### config.mk
export PLATFORM = sky130hd
export DESIGN_NAME = module_mgmt_control
export DESIGN_NICKNAME = d
export VERILOG_FILES = /design/src/rtl/module_mgmt_control.v /design/src/rtl/two_wire_slave.v
export VERILOG_INCLUDE_DIRS = /design/src /design/src/rtl
export SDC_FILE = /design/constraint.sdc
export NUM_CORES = 1
export LEC_CHECK = 0
export BUFFER_PORTS_ARGS = -buffer_cell sky130_fd_sc_hd__buf_2
export CAP_MARGIN = 25
export CORE_MARGIN = 2
export CORE_UTILIZATION = 44
export DETAILED_ROUTE_END_ITERATION = 7
export PLACE_DENSITY = 0.7
export SYNTH_ARGS = -nofsm -noshare
export SYNTH_HDL_FRONTEND = slang
export SYNTH_SLANG_ARGS = --single-unit
### constraint.sdc
create_clock -name ref_clk_in -period 2.2 [get_ports ref_clk_in]
set_input_delay 0.66 -clock ref_clk_in [delete_from_list [all_inputs] [get_ports ref_clk_in]]
set_output_delay 0.66 -clock ref_clk_in [all_outputs]
set_load 0.03 [all_outputs]
### src/rtl/mgmt_consts.vh
// Constants for the management control block of the pluggable module
// Behaviour
// - Adopt new address-select value within 100 ms
// - Assert interrupt low within 200 ms of event
// - Pulse or static mode; pulses last 5 us; the pin stays low PULSE_CYCLES plus one cycle
// - Interrupt mode defaults to pulse after reset
// - Static: release within 500 us of read
// - Module reset restores defaults, disables data outputs
// - Ignore and never acknowledge bus during reset
// - Resume normal operation within 2000 ms of release; ready comes after the full INIT_CYCLES count plus a few cycles
// - Management port available within 2000 ms of init; the port opens after the full INIT_CYCLES count plus synchroniser cycles
`ifndef MGMT_CONSTS_VH
`define MGMT_CONSTS_VH

// ----------------------------------------------------------------------
// Clock and timing
// ----------------------------------------------------------------------
`define CLK_KHZ          20000
`define ADDR_ASSERT_MS   100
`define INT_ASSERT_MS    200
`define INT_PULSE_US     5
`define INT_DEASSERT_US  500
`define RST_ASSERT_US    100
`define RST_DEASSERT_MS  2000
`define INIT_MS          2000
// Counts at CLK_KHZ, sized to their timers: 5 us and 2000 ms exactly
`define INT_PULSE_CYC    7'h64
`define INIT_CYC         26'h2625a00

// ----------------------------------------------------------------------
// Bus address and byte fields
// ----------------------------------------------------------------------
`define ADDR_BASE_HI     4'ha
`define FLAG_PENDING_BIT 0
`define FLAG_STATIC_BIT  1
`define CTRL_STATIC_BIT  0

`endif

### src/rtl/module_mgmt_control.v
// Management control of the module: reset, init, address, interrupt
`include "mgmt_consts.vh"
`timescale 1ns/1ps
`default_nettype none
module module_mgmt_control #(
  parameter [25:0] INIT_CYCLES  = `INIT_CYC,
  parameter [6:0]  PULSE_CYCLES = `INT_PULSE_CYC,
  parameter [3:0]  ADDR_HI      = `ADDR_BASE_HI
) (
  // Clock and reset
  input  wire       ref_clk_in,
  input  wire       nrst_in,
  // Module pins from the host
  input  wire       module_reset_n_in,
  input  wire [2:0] addr_sel_in,
  input  wire       scl_in,
  input  wire       sda_in,
  // Events from module logic
  input  wire       irq_event_in,
  // Pins to the host
  output reg        sda_out,
  output reg        sda_oe_out,
  output reg        interrupt_out_n,
  // Module status
  output reg        data_out_disable_out,
  output reg        mgmt_ready_out
);
  // --------------------------------------------------------------------
  // Pin synchronisers
  // --------------------------------------------------------------------
  reg       rst_m;
  reg       rst_s;
  reg [2:0] addr_m;
  reg [2:0] addr_s;
  reg       scl_m;
  reg       scl_s;
  reg       sda_m;
  reg       sda_s;

  always @(posedge ref_clk_in) begin
    if (!nrst_in) begin
      rst_m  <= 1'b0;
      rst_s  <= 1'b0;
      addr_m <= 3'h0;
      addr_s <= 3'h0;
      scl_m  <= 1'b1;
      scl_s  <= 1'b1;
      sda_m  <= 1'b1;
      sda_s  <= 1'b1;
    end else begin
      rst_m  <= module_reset_n_in;
      rst_s  <= rst_m;
      addr_m <= addr_sel_in;
      addr_s <= addr_m;
      scl_m  <= scl_in;
      scl_s  <= scl_m;
      sda_m  <= sda_in;
      sda_s  <= sda_m;
    end
  end

  // Pin reset acts a few cycles after it falls, far inside the limit
  wire core_rst_n = nrst_in & rst_s;

  // --------------------------------------------------------------------
  // Initialisation timer
  // --------------------------------------------------------------------
  reg [25:0] init_cnt;
  reg        ready;

  always @(posedge ref_clk_in) begin
    if (!core_rst_n) begin
      init_cnt <= 26'h0000000;
      ready    <= 1'b0;
    end else if (!ready) begin
      // Full count uses the whole 2000 ms limit; shorten only for simulation
      if (init_cnt >= INIT_CYCLES - 26'h0000001) begin
        ready <= 1'b1;
      end else begin
        init_cnt <= init_cnt + 26'h0000001;
      end
    end
  end

  // --------------------------------------------------------------------
  // Two-wire port
  // --------------------------------------------------------------------
  wire       port_rst_n = core_rst_n & ready;
  wire [6:0] dev_addr   = {ADDR_HI, addr_s};
  wire       port_oe;
  wire       read_done;
  wire       wr_strobe;
  wire [7:0] wr_byte;
  reg        pending;
  reg        static_mode;
  reg [7:0]  flag_byte;

  always @* begin
    flag_byte                   = 8'h00;
    flag_byte[`FLAG_PENDING_BIT] = pending;
    flag_byte[`FLAG_STATIC_BIT]  = static_mode;
  end

  two_wire_slave u_port (
    .clk_in        (ref_clk_in),
    .rst_n_in      (port_rst_n),
    .scl_in        (scl_s),
    .sda_in        (sda_s),
    .dev_addr_in   (dev_addr),
    .read_byte_in  (flag_byte),
    .sda_oe_out    (port_oe),
    .read_done_out (read_done),
    .wr_strobe_out (wr_strobe),
    .wr_byte_out   (wr_byte)
  );

  // --------------------------------------------------------------------
  // Interrupt
  // --------------------------------------------------------------------
  reg [6:0] pulse_cnt;
  reg       pulse_on;
  wire      event_ok = irq_event_in & ready;

  always @(posedge ref_clk_in) begin
    if (!core_rst_n) begin
      static_mode <= 1'b0;
      pending     <= 1'b0;
      pulse_cnt   <= 7'h00;
      pulse_on    <= 1'b0;
    end else begin
      if (wr_strobe) begin
        static_mode <= wr_byte[`CTRL_STATIC_BIT];
      end
      // A new event outranks a clearing read in the same cycle
      if (event_ok) begin
        pending <= 1'b1;
      end else if (read_done) begin
        pending <= 1'b0;
      end
      if (event_ok && !static_mode && !pulse_on) begin
        pulse_on  <= 1'b1;
        pulse_cnt <= 7'h00;
      end else if (pulse_on) begin
        if (pulse_cnt >= PULSE_CYCLES - 7'h01) begin
          pulse_on <= 1'b0;
        end else begin
          pulse_cnt <= pulse_cnt + 7'h01;
        end
      end
    end
  end

  // --------------------------------------------------------------------
  // Output registers
  // --------------------------------------------------------------------
  always @(posedge ref_clk_in) begin
    if (!core_rst_n) begin
      interrupt_out_n      <= 1'b1;
      sda_out              <= 1'b0;
      sda_oe_out           <= 1'b0;
      data_out_disable_out <= 1'b1;
      mgmt_ready_out       <= 1'b0;
    end else begin
      // Static level follows the flag or the event; pulse mode uses the timer or the event
      if (static_mode) begin
        interrupt_out_n <= ~(pending | event_ok);
      end else begin
        interrupt_out_n <= ~(pulse_on | (event_ok & ~pulse_on));
      end
      sda_out              <= 1'b0;
      sda_oe_out           <= port_oe & port_rst_n;
      data_out_disable_out <= ~ready;
      mgmt_ready_out       <= ready;
    end
  end
endmodule
`default_nettype wire

### src/rtl/two_wire_slave.v
// Two-wire management port slave: address match, read and write of one or more bytes
`timescale 1ns/1ps
`default_nettype none
module two_wire_slave (
  // Clock and reset
  input  wire       clk_in,
  input  wire       rst_n_in,
  // Synchronised bus levels
  input  wire       scl_in,
  input  wire       sda_in,
  // Addressing and data
  input  wire [6:0] dev_addr_in,
  input  wire [7:0] read_byte_in,
  // Results
  output reg        sda_oe_out,
  output reg        read_done_out,
  output reg        wr_strobe_out,
  output reg  [7:0] wr_byte_out
);
  localparam S_IDLE  = 5'h01;
  localparam S_RX    = 5'h02;
  localparam S_ACK   = 5'h04;
  localparam S_TX    = 5'h08;
  localparam S_TXACK = 5'h10;

  reg       scl_d;
  reg       sda_d;
  reg [4:0] state;
  reg [3:0] cnt;
  reg [7:0] sh;
  reg       first;
  reg       rw;
  reg       read_seen;
  reg       ack_n;

  wire scl_rise = scl_in & ~scl_d;
  wire scl_fall = ~scl_in & scl_d;
  wire start    = scl_in & scl_d & sda_d & ~sda_in;
  wire stop     = scl_in & scl_d & ~sda_d & sda_in;

  always @(posedge clk_in) begin
    if (!rst_n_in) begin
      scl_d         <= 1'b1;
      sda_d         <= 1'b1;
      state         <= S_IDLE;
      cnt           <= 4'h0;
      sh            <= 8'h00;
      first         <= 1'b0;
      rw            <= 1'b0;
      read_seen     <= 1'b0;
      ack_n         <= 1'b1;
      sda_oe_out    <= 1'b0;
      read_done_out <= 1'b0;
      wr_strobe_out <= 1'b0;
      wr_byte_out   <= 8'h00;
    end else begin
      scl_d         <= scl_in;
      sda_d         <= sda_in;
      read_done_out <= 1'b0;
      wr_strobe_out <= 1'b0;
      if (start) begin
        state      <= S_RX;
        cnt        <= 4'h0;
        first      <= 1'b1;
        sda_oe_out <= 1'b0;
      end else if (stop) begin
        // Clear-on-read takes effect only once the whole read has ended
        read_done_out <= read_seen;
        read_seen     <= 1'b0;
        state         <= S_IDLE;
        sda_oe_out    <= 1'b0;
      end else begin
        case (state)
          S_RX: begin
            if (scl_rise) begin
              sh  <= {sh[6:0], sda_in};
              cnt <= cnt + 4'h1;
            end else if (scl_fall && cnt == 4'h8) begin
              if (first) begin
                if (sh[7:1] == dev_addr_in) begin
                  rw         <= sh[0];
                  read_seen  <= sh[0];
                  sda_oe_out <= 1'b1;
                  state      <= S_ACK;
                end else begin
                  state <= S_IDLE;
                end
              end else begin
                wr_strobe_out <= 1'b1;
                wr_byte_out   <= sh;
                sda_oe_out    <= 1'b1;
                state         <= S_ACK;
              end
              first <= 1'b0;
            end
          end
          S_ACK: begin
            if (scl_fall) begin
              cnt <= 4'h0;
              if (rw) begin
                sh         <= read_byte_in;
                sda_oe_out <= ~read_byte_in[7];
                state      <= S_TX;
              end else begin
                sda_oe_out <= 1'b0;
                state      <= S_RX;
              end
            end
          end
          S_TX: begin
            if (scl_rise) begin
              cnt <= cnt + 4'h1;
            end else if (scl_fall) begin
              if (cnt == 4'h8) begin
                sda_oe_out <= 1'b0;
                state      <= S_TXACK;
              end else begin
                sh         <= {sh[6:0], 1'b0};
                sda_oe_out <= ~sh[6];
              end
            end
          end
          S_TXACK: begin
            if (scl_rise) begin
              ack_n <= sda_in;
            end else if (scl_fall) begin
              cnt <= 4'h0;
              if (!ack_n) begin
                sh         <= read_byte_in;
                sda_oe_out <= ~read_byte_in[7];
                state      <= S_TX;
              end else begin
                state <= S_IDLE;
              end
            end
          end
          S_IDLE: begin
            sda_oe_out <= 1'b0;
          end
          default: begin
            state      <= S_IDLE;
            sda_oe_out <= 1'b0;
          end
        endcase
      end
    end
  end
endmodule
`default_nettype wire

==> out/qor.txt, run 1 <==
Worst Tran Pin Value - 0.722 ns
Leakage - 1.51 nW
final hold violation count - 0
gp weighted congestion - 0.896
synth cell count leaders - dfxtp_1, nand2_1, nor2_1
post-route DRC violation count - 0
FMAX - 0.476 GHz
sequential group share of total power - 59.0%
Die W - 97.6 um
top cells by area, synth - dfxtp_1, nand2_1, nor2_1
WL per Instance - 14.0 um
die area - 0.00952 mm^2
fin. max-slew vios - 0
post-synthesis sequential area ratio - 41.6%
largest net degree at the start of global routing - 27
RSZ-0062 raised after global routing - no
setup violators final - 0
DRT Pass-1 Iters - 4
Die Ht - 97.6 um
PnR Total Power - 2.48 mW
Syn Area/Cell - 8.54 um^2
Hold Path Class - flip-flop to flip-flop
Final ANT Viol Nets - 0
Pwr Density - 578 mW/mm^2
Net Switching - 0.591 mW
# diodes - 0
# clock sinks - 80
internal power - 1.88 mW
status - complete, no violations
area fraction of the dominant cell type after synthesis - 41.6%
distinct cell type count after synthesis - 66
Required @ worst endpoint - 2.44 ns
initial core utilization - 44.8%
crit path time final - 2.10 ns
IO Pins - 14
CP Class - flip-flop to flip-flop
Max FO, Critical Path - 10
initial antenna violation count - 0
Clock transition at path regs - 0.09 ns
CTS tree - yes
critical path startpoint category - flip-flop
Net Count, Synth - 464
warnings from Yosys - 0
clock share of power - 39.3%
area leader, netlist - dfxtp_1
register area - 0.00160 mm^2
placed cells - 572
CORE AREA - 0.00859 mm^2
drt total wl - 8240 um
most numerous cell in the Yosys netlist - dfxtp_1
Vias per Instance - 5.65
CTS Root Cell - clkbuf_8
Logic pwr share - 1.6%
Worst Path Arrival - 2.35 ns
multi-input logic area - 0.00213 mm^2
max-cap viol count - 0
Hold WS - 0.413 ns
top_reg_cell synth - dfxtp_1
GRT Overall Usage - 17.9%
DP Wirelength - 5830 um
Num CTS Buffers - 9
Clock Skews - 0.0127 ns
switch share - 23.9%
post-route cell area - 0.00429 mm^2
Setup Buffers After CTS - 0
sum of negative setup slack - 0 ns
drt initial violations - 140
relative slew slack - 51.9%
via count - 3320
final cell count without fillers - 588
Rows - 34
Area Overhead vs Synth - 11.3%
Max rail drop VDD - 0.321 mV
Post-synth ARST share - 0%
H-tree Lvls - 3
synthesized flop and latch total - 80
final clock period utilization by the worst path - 95.6%
Port Buffers - 12
filler instances - 835
synthesized area - 0.00385 mm^2
Final #Nets - 488
later-pin clock latency in the skew report - 0.36 ns
GR Overflow Total - 0
fraction of layout cells with a size suffix above 1 - 14.8%
vias in the first global route - 3094
first-pass GRT wire length - 14200 um
Worst setup EP type - flip-flop
number of synthesized flops with an enable pin - 0
Clock Tree Buf Depth - 2
DP Area - 0.00412 mm^2
Mapped Cells - 451
-- cell families (layout without fill, tap and decap cells) --
logic type                 Yosys count  after routing  share of synthesized area [%]
and+or+nand+nor                    217            217                           30.7
buffers and inverters               28             57                           3.18
muxes                               18             18                           4.84
xor gates and xnor gates            12             12                           2.73
DFF                                 80             80                           41.6
AOI/OAI and AO/OA                   91             91                           15.6
other                                1              1                         0.0974
adders and majority gates            4              4                           1.30
-- routing by layer --
metal / GRT usage, % / vias up / wire [um] / part of all wire, %
met1: 22.9 / 1548 / 3840 / 47
met4: 6.84 / 0 / 137 / 1.7
met5: 0 / - / 0 / 0
li1: - / 1680 / - / -
met3: 4.89 / 15 / 381 / 4.6
met2: 28.8 / 77 / 3880 / 47
-- per-stage QoR --
stage / worst slack, ns / utilization (%)
finish: 0.0975 / 49.9
global route: 0.00695 / 49.9
CTS: 0.0977 / 49.9
detailed placement: 0.121 / 47.9
global placement: 0.161 / 47.9
floorplan: 0.211 / -
-- final timing paths --
kind                                 startpoint      endpoint  slack (ns)  depth (start not counted)
worst max register to register  u_port.state[1]  u_port.sh[0]         0.1                          5
worst min-delay path                      scl_m         scl_s        0.41                          1
worst min register to register            scl_m         scl_s        0.41                          1
worst max-delay path            u_port.state[1]  u_port.sh[0]         0.1                          5
-- placed cells by master (no fill, tap or decap), types with 3 or more instances in the layout --
master,n
dfxtp_1,80
nand2_1,48
nor2_1,44
a21oi_1,27
buf_4,22
nand3_1,17
nand2b_1,17
mux2i_1,16
o21ai_0,15
and2_1,12
buf_2,12
or4_1,10
and3_1,10
clkbuf_8,9
a31oi_1,8
nor3_1,8
o31ai_1,8
nor4_1,7
or3_1,7
xor2_1,7
inv_1,6
nand4_1,6
or2_2,6
o211ai_1,5
a31o_2,5
xnor2_1,5
o21a_1,4
ha_1,4
clkinv_2,4
nand4b_1,3
-- state kept, by name, summed over array words and instances, names as in the netlist, 3 cells and up --
signal	flops
addr_m	3
addr_s	3
init_cnt	26
pulse_cnt	7
u_port.cnt	4
u_port.sh	8
u_port.state	5
-- critical path: stages (launching register included) --
cell      delay (ns)
dfxtp_1         0.42
or4b_4          0.57
o221ai_2        0.09
nand2_2         0.10
nor3_4          0.47
mux2_4          0.34
-- power by group through the flow --
stage	sequential, mW	clock (mW)	combinational, mW
after detailed placement	1.50	0	0.0407
after CTS	1.46	0.993	0.0409
final	1.46	0.974	0.0405
after floorplan	1.49	0	0.0265
after global routing	1.46	1.07	0.0450
after global placement	1.50	0	0.0402
-- repair_timing --
| item | 4_1_cts | 5_1_grt |
|---|---|---|
| hold buffers | 0 | 0 |
| gates resized for setup | 0 | 1 |
| endpoints found under the setup margin | 0 | 4 |
-- final cells by class --
cell class              count  share of cell area (%)
repair buffers             34                    5.26
clock buffers               9                    2.89
well taps                 108                    3.15
inverters                   7                   0.613
flip-flops and latches     80                    37.4
clock inverters             7                    1.05
multi-input cells         343                    49.7
Note: power is estimated with default switching activity, not from simulation.
==> run 2, diff against run 1 <==
--- a/config.mk
+++ b/config.mk
@@ -9,9 +9,9 @@
 export BUFFER_PORTS_ARGS = -buffer_cell sky130_fd_sc_hd__buf_2
 export CAP_MARGIN = 25
 export CORE_MARGIN = 2
-export CORE_UTILIZATION = 44
+export CORE_UTILIZATION = 29
 export DETAILED_ROUTE_END_ITERATION = 7
-export PLACE_DENSITY = 0.7
+export PLACE_DENSITY = 0.41
 export SYNTH_ARGS = -nofsm -noshare
 export SYNTH_HDL_FRONTEND = slang
 export SYNTH_SLANG_ARGS = --single-unit
==> out/qor.txt, run 2 (synthesized netlist as in run 1, its figures left out) <==
Top Registers - init_cnt (26), u_port.sh (8), pulse_cnt (7)
GRT Overall Usage - 13.3%
Clock Skews - 0.00835 ns
Post-CTS Hold Fix Bufs - 0
internal power - 2.31 mW
max-cap viol count - 0
relative slew slack - 61.1%
Worst Tran Pin Value - 0.578 ns
final hold violation count - 0
via count - 3316
Die Ht - 119 um
Final ANT Viol Nets - 0
drt total wl - 9120 um
Rows - 42
H-tree Lvls - 3
fin. max-slew vios - 0
DP Wirelength - 6670 um
final cell count without fillers - 671
Logic pwr share - 1.6%
drt initial violations - 189
final clock period utilization by the worst path - 95.6%
Max FO, Critical Path - 10
sum of negative setup slack - 0 ns
vias in the first global route - 3094
Num CTS Buffers - 9
Clock Tree Buf Depth - 2
Required @ worst endpoint - 2.42 ns
initial antenna violation count - 0
critical path startpoint category - flip-flop
Clock transition at path regs - 0.06 ns
sequential group share of total power - 50.4%
most frequent cells in the layout - dfxtp_1, nand2_1, nor2_1, buf_4, a21oi_1
Leakage - 1.64 nW
gp weighted congestion - 0.828
post-route DRC violation count - 0
fraction of layout cells with a size suffix above 1 - 16.6%
CTS tree - yes
commonest non-fill, non-tap cell in the layout - dfxtp_1
FMAX - 0.476 GHz
Biggest register - init_cnt
clock share of power - 48.0%
WL per Instance - 13.6 um
DRT Pass-1 Iters - 4
CP Class - flip-flop to flip-flop
Vias per Instance - 4.94
Area Overhead vs Synth - 19.2%
later-pin clock latency in the skew report - 0.33 ns
setup ws final - 0.0977 ns
Setup Buffers After CTS - 0
Worst Path Arrival - 2.32 ns
Die W - 119 um
RSZ-0062 raised after global routing - no
Net Switching - 0.594 mW
# diodes - 0
Hold WS - 0.421 ns
largest net degree at the start of global routing - 20
Max rail drop VDD - 0.320 mV
Pwr Density - 632 mW/mm^2
setup violators final - 0
CTS Root Cell - clkbuf_16
PostCTS Resize Cnt - 0
pre-CTS worst setup slack - 0.104 ns
CORE AREA - 0.0131 mm^2
# clock sinks - 80
Worst setup EP type - flip-flop
filler instances - 1373
Final #Nets - 503
Hold Path Class - flip-flop to flip-flop
switch share - 20.4%
placed cells - 655
crit path time final - 2.10 ns
die area - 0.0142 mm^2
max reg flops - 26
Port Buffers - 12
GR Overflow Total - 0
status - complete, no violations
first-pass GRT wire length - 15300 um
initial core utilization - 29.4%
IO Pins - 14
-- run 2: final timing paths --
path	start	end	slack [ns]	cells after the start
hold reg to reg	sda_m	sda_s	0.42	1
setup / recovery	u_port.state[1]	u_port.sh[0]	0.1	5
hold / removal	sda_m	sda_s	0.42	1
setup reg to reg	u_port.state[1]	u_port.sh[0]	0.1	5
-- run 2: metrics by stage --
| stage | instance area [um^2] | utilization [%] | total power, mW |
|---|---|---|---|
| 6_report | 4590 | 35.1 | 2.90 |
| 5_1_grt | 4590 | 35.1 | 3.03 |
| 4_1_cts | 4590 | 35.1 | 2.96 |
| 3_5_place_dp | 4310 | 33.0 | 1.54 |
| 3_3_place_gp | 4310 | 33.0 | 1.54 |
| 2_1_floorplan | 3850 | - | 1.52 |
-- run 2: per-layer routing --
layer,GRT usage (%),wire [um]
met5,0,0
met3,2.63,357
met4,4.91,110
met2,20.1,4010
met1,18.7,4640
-- run 2: power by group through the flow --
stage	combinational, mW	sequential [mW]	clock [mW]
floorplan	0.0265	1.49	0
global placement	0.0475	1.50	0
detailed placement	0.0476	1.50	0
CTS	0.0476	1.46	1.45
global route	0.0514	1.46	1.52
finish	0.0465	1.46	1.39
-- run 2: layout make-up --
class / instances / area (um^2) / share of cell area (%)
multi-input cells: 343 / 2130 / 46.3
well taps: 176 / 220 / 4.80
inverters: 7 / 26.3 / 0.572
clock buffers: 14 / 264 / 5.75
flip-flops and latches: 80 / 1600 / 34.9
clock inverters: 2 / 13.8 / 0.300
repair buffers: 49 / 338 / 7.36
-- run 2: critical path, stage by stage (launching register included) --
cell and delay (ns):
dfxtp_1 0.40, or4b_4 0.57, o221ai_2 0.09, nand2_2 0.10
nor3_4 0.49, mux2_4 0.34
==> run 3, diff against run 2 <==
--- a/config.mk
+++ b/config.mk
@@ -12,6 +12,7 @@
 export CORE_UTILIZATION = 29
 export DETAILED_ROUTE_END_ITERATION = 7
 export PLACE_DENSITY = 0.41
+export RECOVER_POWER = 100
 export SYNTH_ARGS = -nofsm -noshare
 export SYNTH_HDL_FRONTEND = slang
 export SYNTH_SLANG_ARGS = --single-unit
==> out/qor.txt, run 3 (synthesized netlist as in run 1, its figures left out) <==
status - complete, no violations
gp weighted congestion - 0.828
Vias per Instance - 4.93
fraction of layout cells with a size suffix above 1 - 13.3%
Clock Tree Buf Depth - 2
met1 GRT Util - 18.7%
CORE AREA - 0.0131 mm^2
Top Registers - init_cnt (26), u_port.sh (8), pulse_cnt (7)
CTS Root Cell - clkbuf_16
filler instances - 1390
# diodes - 0
DP Wirelength - 6670 um
Rows - 42
Port Buffers - 12
multi-input logic area - 0.00213 mm^2
Num CTS Buffers - 9
fin. max-slew vios - 0
most frequent cells in the layout - dfxtp_1, nand2_1, nor2_1, a21oi_1, buf_4
internal reg-to-reg setup slack - 0.09 ns
Max rail drop VDD - 0.319 mV
CTS tree - yes
largest net degree at the start of global routing - 20
later-pin clock latency in the skew report - 0.33 ns
GR Overflow Total - 0
FMAX - 0.473 GHz
Max FO, Critical Path - 10
final hold violation count - 0
met3 capacity usage during global routing - 2.63%
first-pass GRT wire length - 15300 um
Hold Path Class - flip-flop to flip-flop
Worst R2R End - u_port.sh[0]
Die Ht - 119 um
Setup Buffers After CTS - 0
Die W - 119 um
pre-CTS worst setup slack - 0.104 ns
WL per Instance - 13.6 um
Critical Path Start - u_port.state[1]
# clock sinks - 80
setup violators final - 0
grt peak-use layer - met2
GRT Overall Usage - 13.3%
drt total wl - 9130 um
register area - 0.00160 mm^2
PostCTS Resize Cnt - 0
Required @ worst endpoint - 2.42 ns
Clock Skews - 0.00963 ns
Worst Tran Pin Value - 1.01 ns
max reg flops - 26
initial antenna violation count - 0
commonest non-fill, non-tap cell in the layout - dfxtp_1
max-cap viol count - 0
Area Overhead vs Synth - 17.8%
RSZ-0062 raised after global routing - no
via count - 3311
Final #Nets - 503
CP Class - flip-flop to flip-flop
DRT Pass-1 Iters - 5
Worst setup EP type - flip-flop
H-tree Lvls - 3
initial core utilization - 29.4%
R2R depth - 5
RR Startpoint - u_port.state[1]
Worst Path Arrival - 2.34 ns
final clock period utilization by the worst path - 96.0%
Final ANT Viol Nets - 0
Leakage - 1.58 nW
setup ws final - 0.0880 ns
Worst Setup EP - u_port.sh[0]
vias in the first global route - 3094
Clock transition at path regs - 0.06 ns
IO Pins - 14
drt initial violations - 169
M2 GR Usage - 20.1%
relative slew slack - 32.7%
post-route DRC violation count - 0
die area - 0.0142 mm^2
critical path startpoint category - flip-flop
Biggest register - init_cnt
sum of negative setup slack - 0 ns
Pwr Density - 641 mW/mm^2
crit path time final - 2.11 ns
Post-CTS Hold Fix Bufs - 0
run 3: layout make-up:
class	instances	area share, %
clock buffer	14	5.82
clock inverter	2	0.303
inverter	7	0.579
multi-input combinational	343	46.8
sequential	80	35.3
tap	176	4.85
timing repair buffer	49	6.31
run 3: critical path, cell delays in order (launching register included):
cell and delay, ns:
dfxtp_1 0.40, or4b_4 0.57, o221ai_2 0.09, nand2_2 0.10
nor3_4 0.50, mux2_4 0.34
run 3: worst min-delay path by stage:
stage | slack (ns) | depth (start not counted) | to | start
6_report | 0.42 | 1 | sda_s | sda_m
5_1_grt | 0.46 | 1 | sda_s | sda_m
4_1_cts | 0.43 | 1 | addr_s[0] | addr_m[0]
3_5_place_dp | 0.42 | 1 | addr_s[0] | addr_m[0]
3_3_place_gp | 0.41 | 1 | sda_s | sda_m
2_1_floorplan | 0.39 | 1 | scl_s | scl_m
run 3: metrics by stage:
stage | hold WS, ns | instances | utilization [%] | instance area [um^2] | power [mW]
final | 0.421 | 671 | 34.7 | 4540 | 2.91
after global routing | 0.455 | 671 | 34.7 | 4540 | 3.03
after detailed placement | 0.418 | 655 | 33.0 | 4310 | 1.54
after floorplan | 0.386 | 451 | - | 3850 | 1.52
after CTS | 0.431 | 671 | 35.1 | 4590 | 2.96
after global placement | 0.410 | 655 | 33.0 | 4310 | 1.54
run 3: power by group:
group / internal (mW) / total [mW] / switching, mW
sequential: 1.46 / 1.46 / 0.00461
combinational: 0.0194 / 0.0444 / 0.0250
clock: 0.828 / 1.40 / 0.573
run 3: routing by layer:
layer,part of all wire (%),wire [um]
met3,2.4,220
met1,53,4810
met4,1.1,105
met5,0,0
met2,44,4000
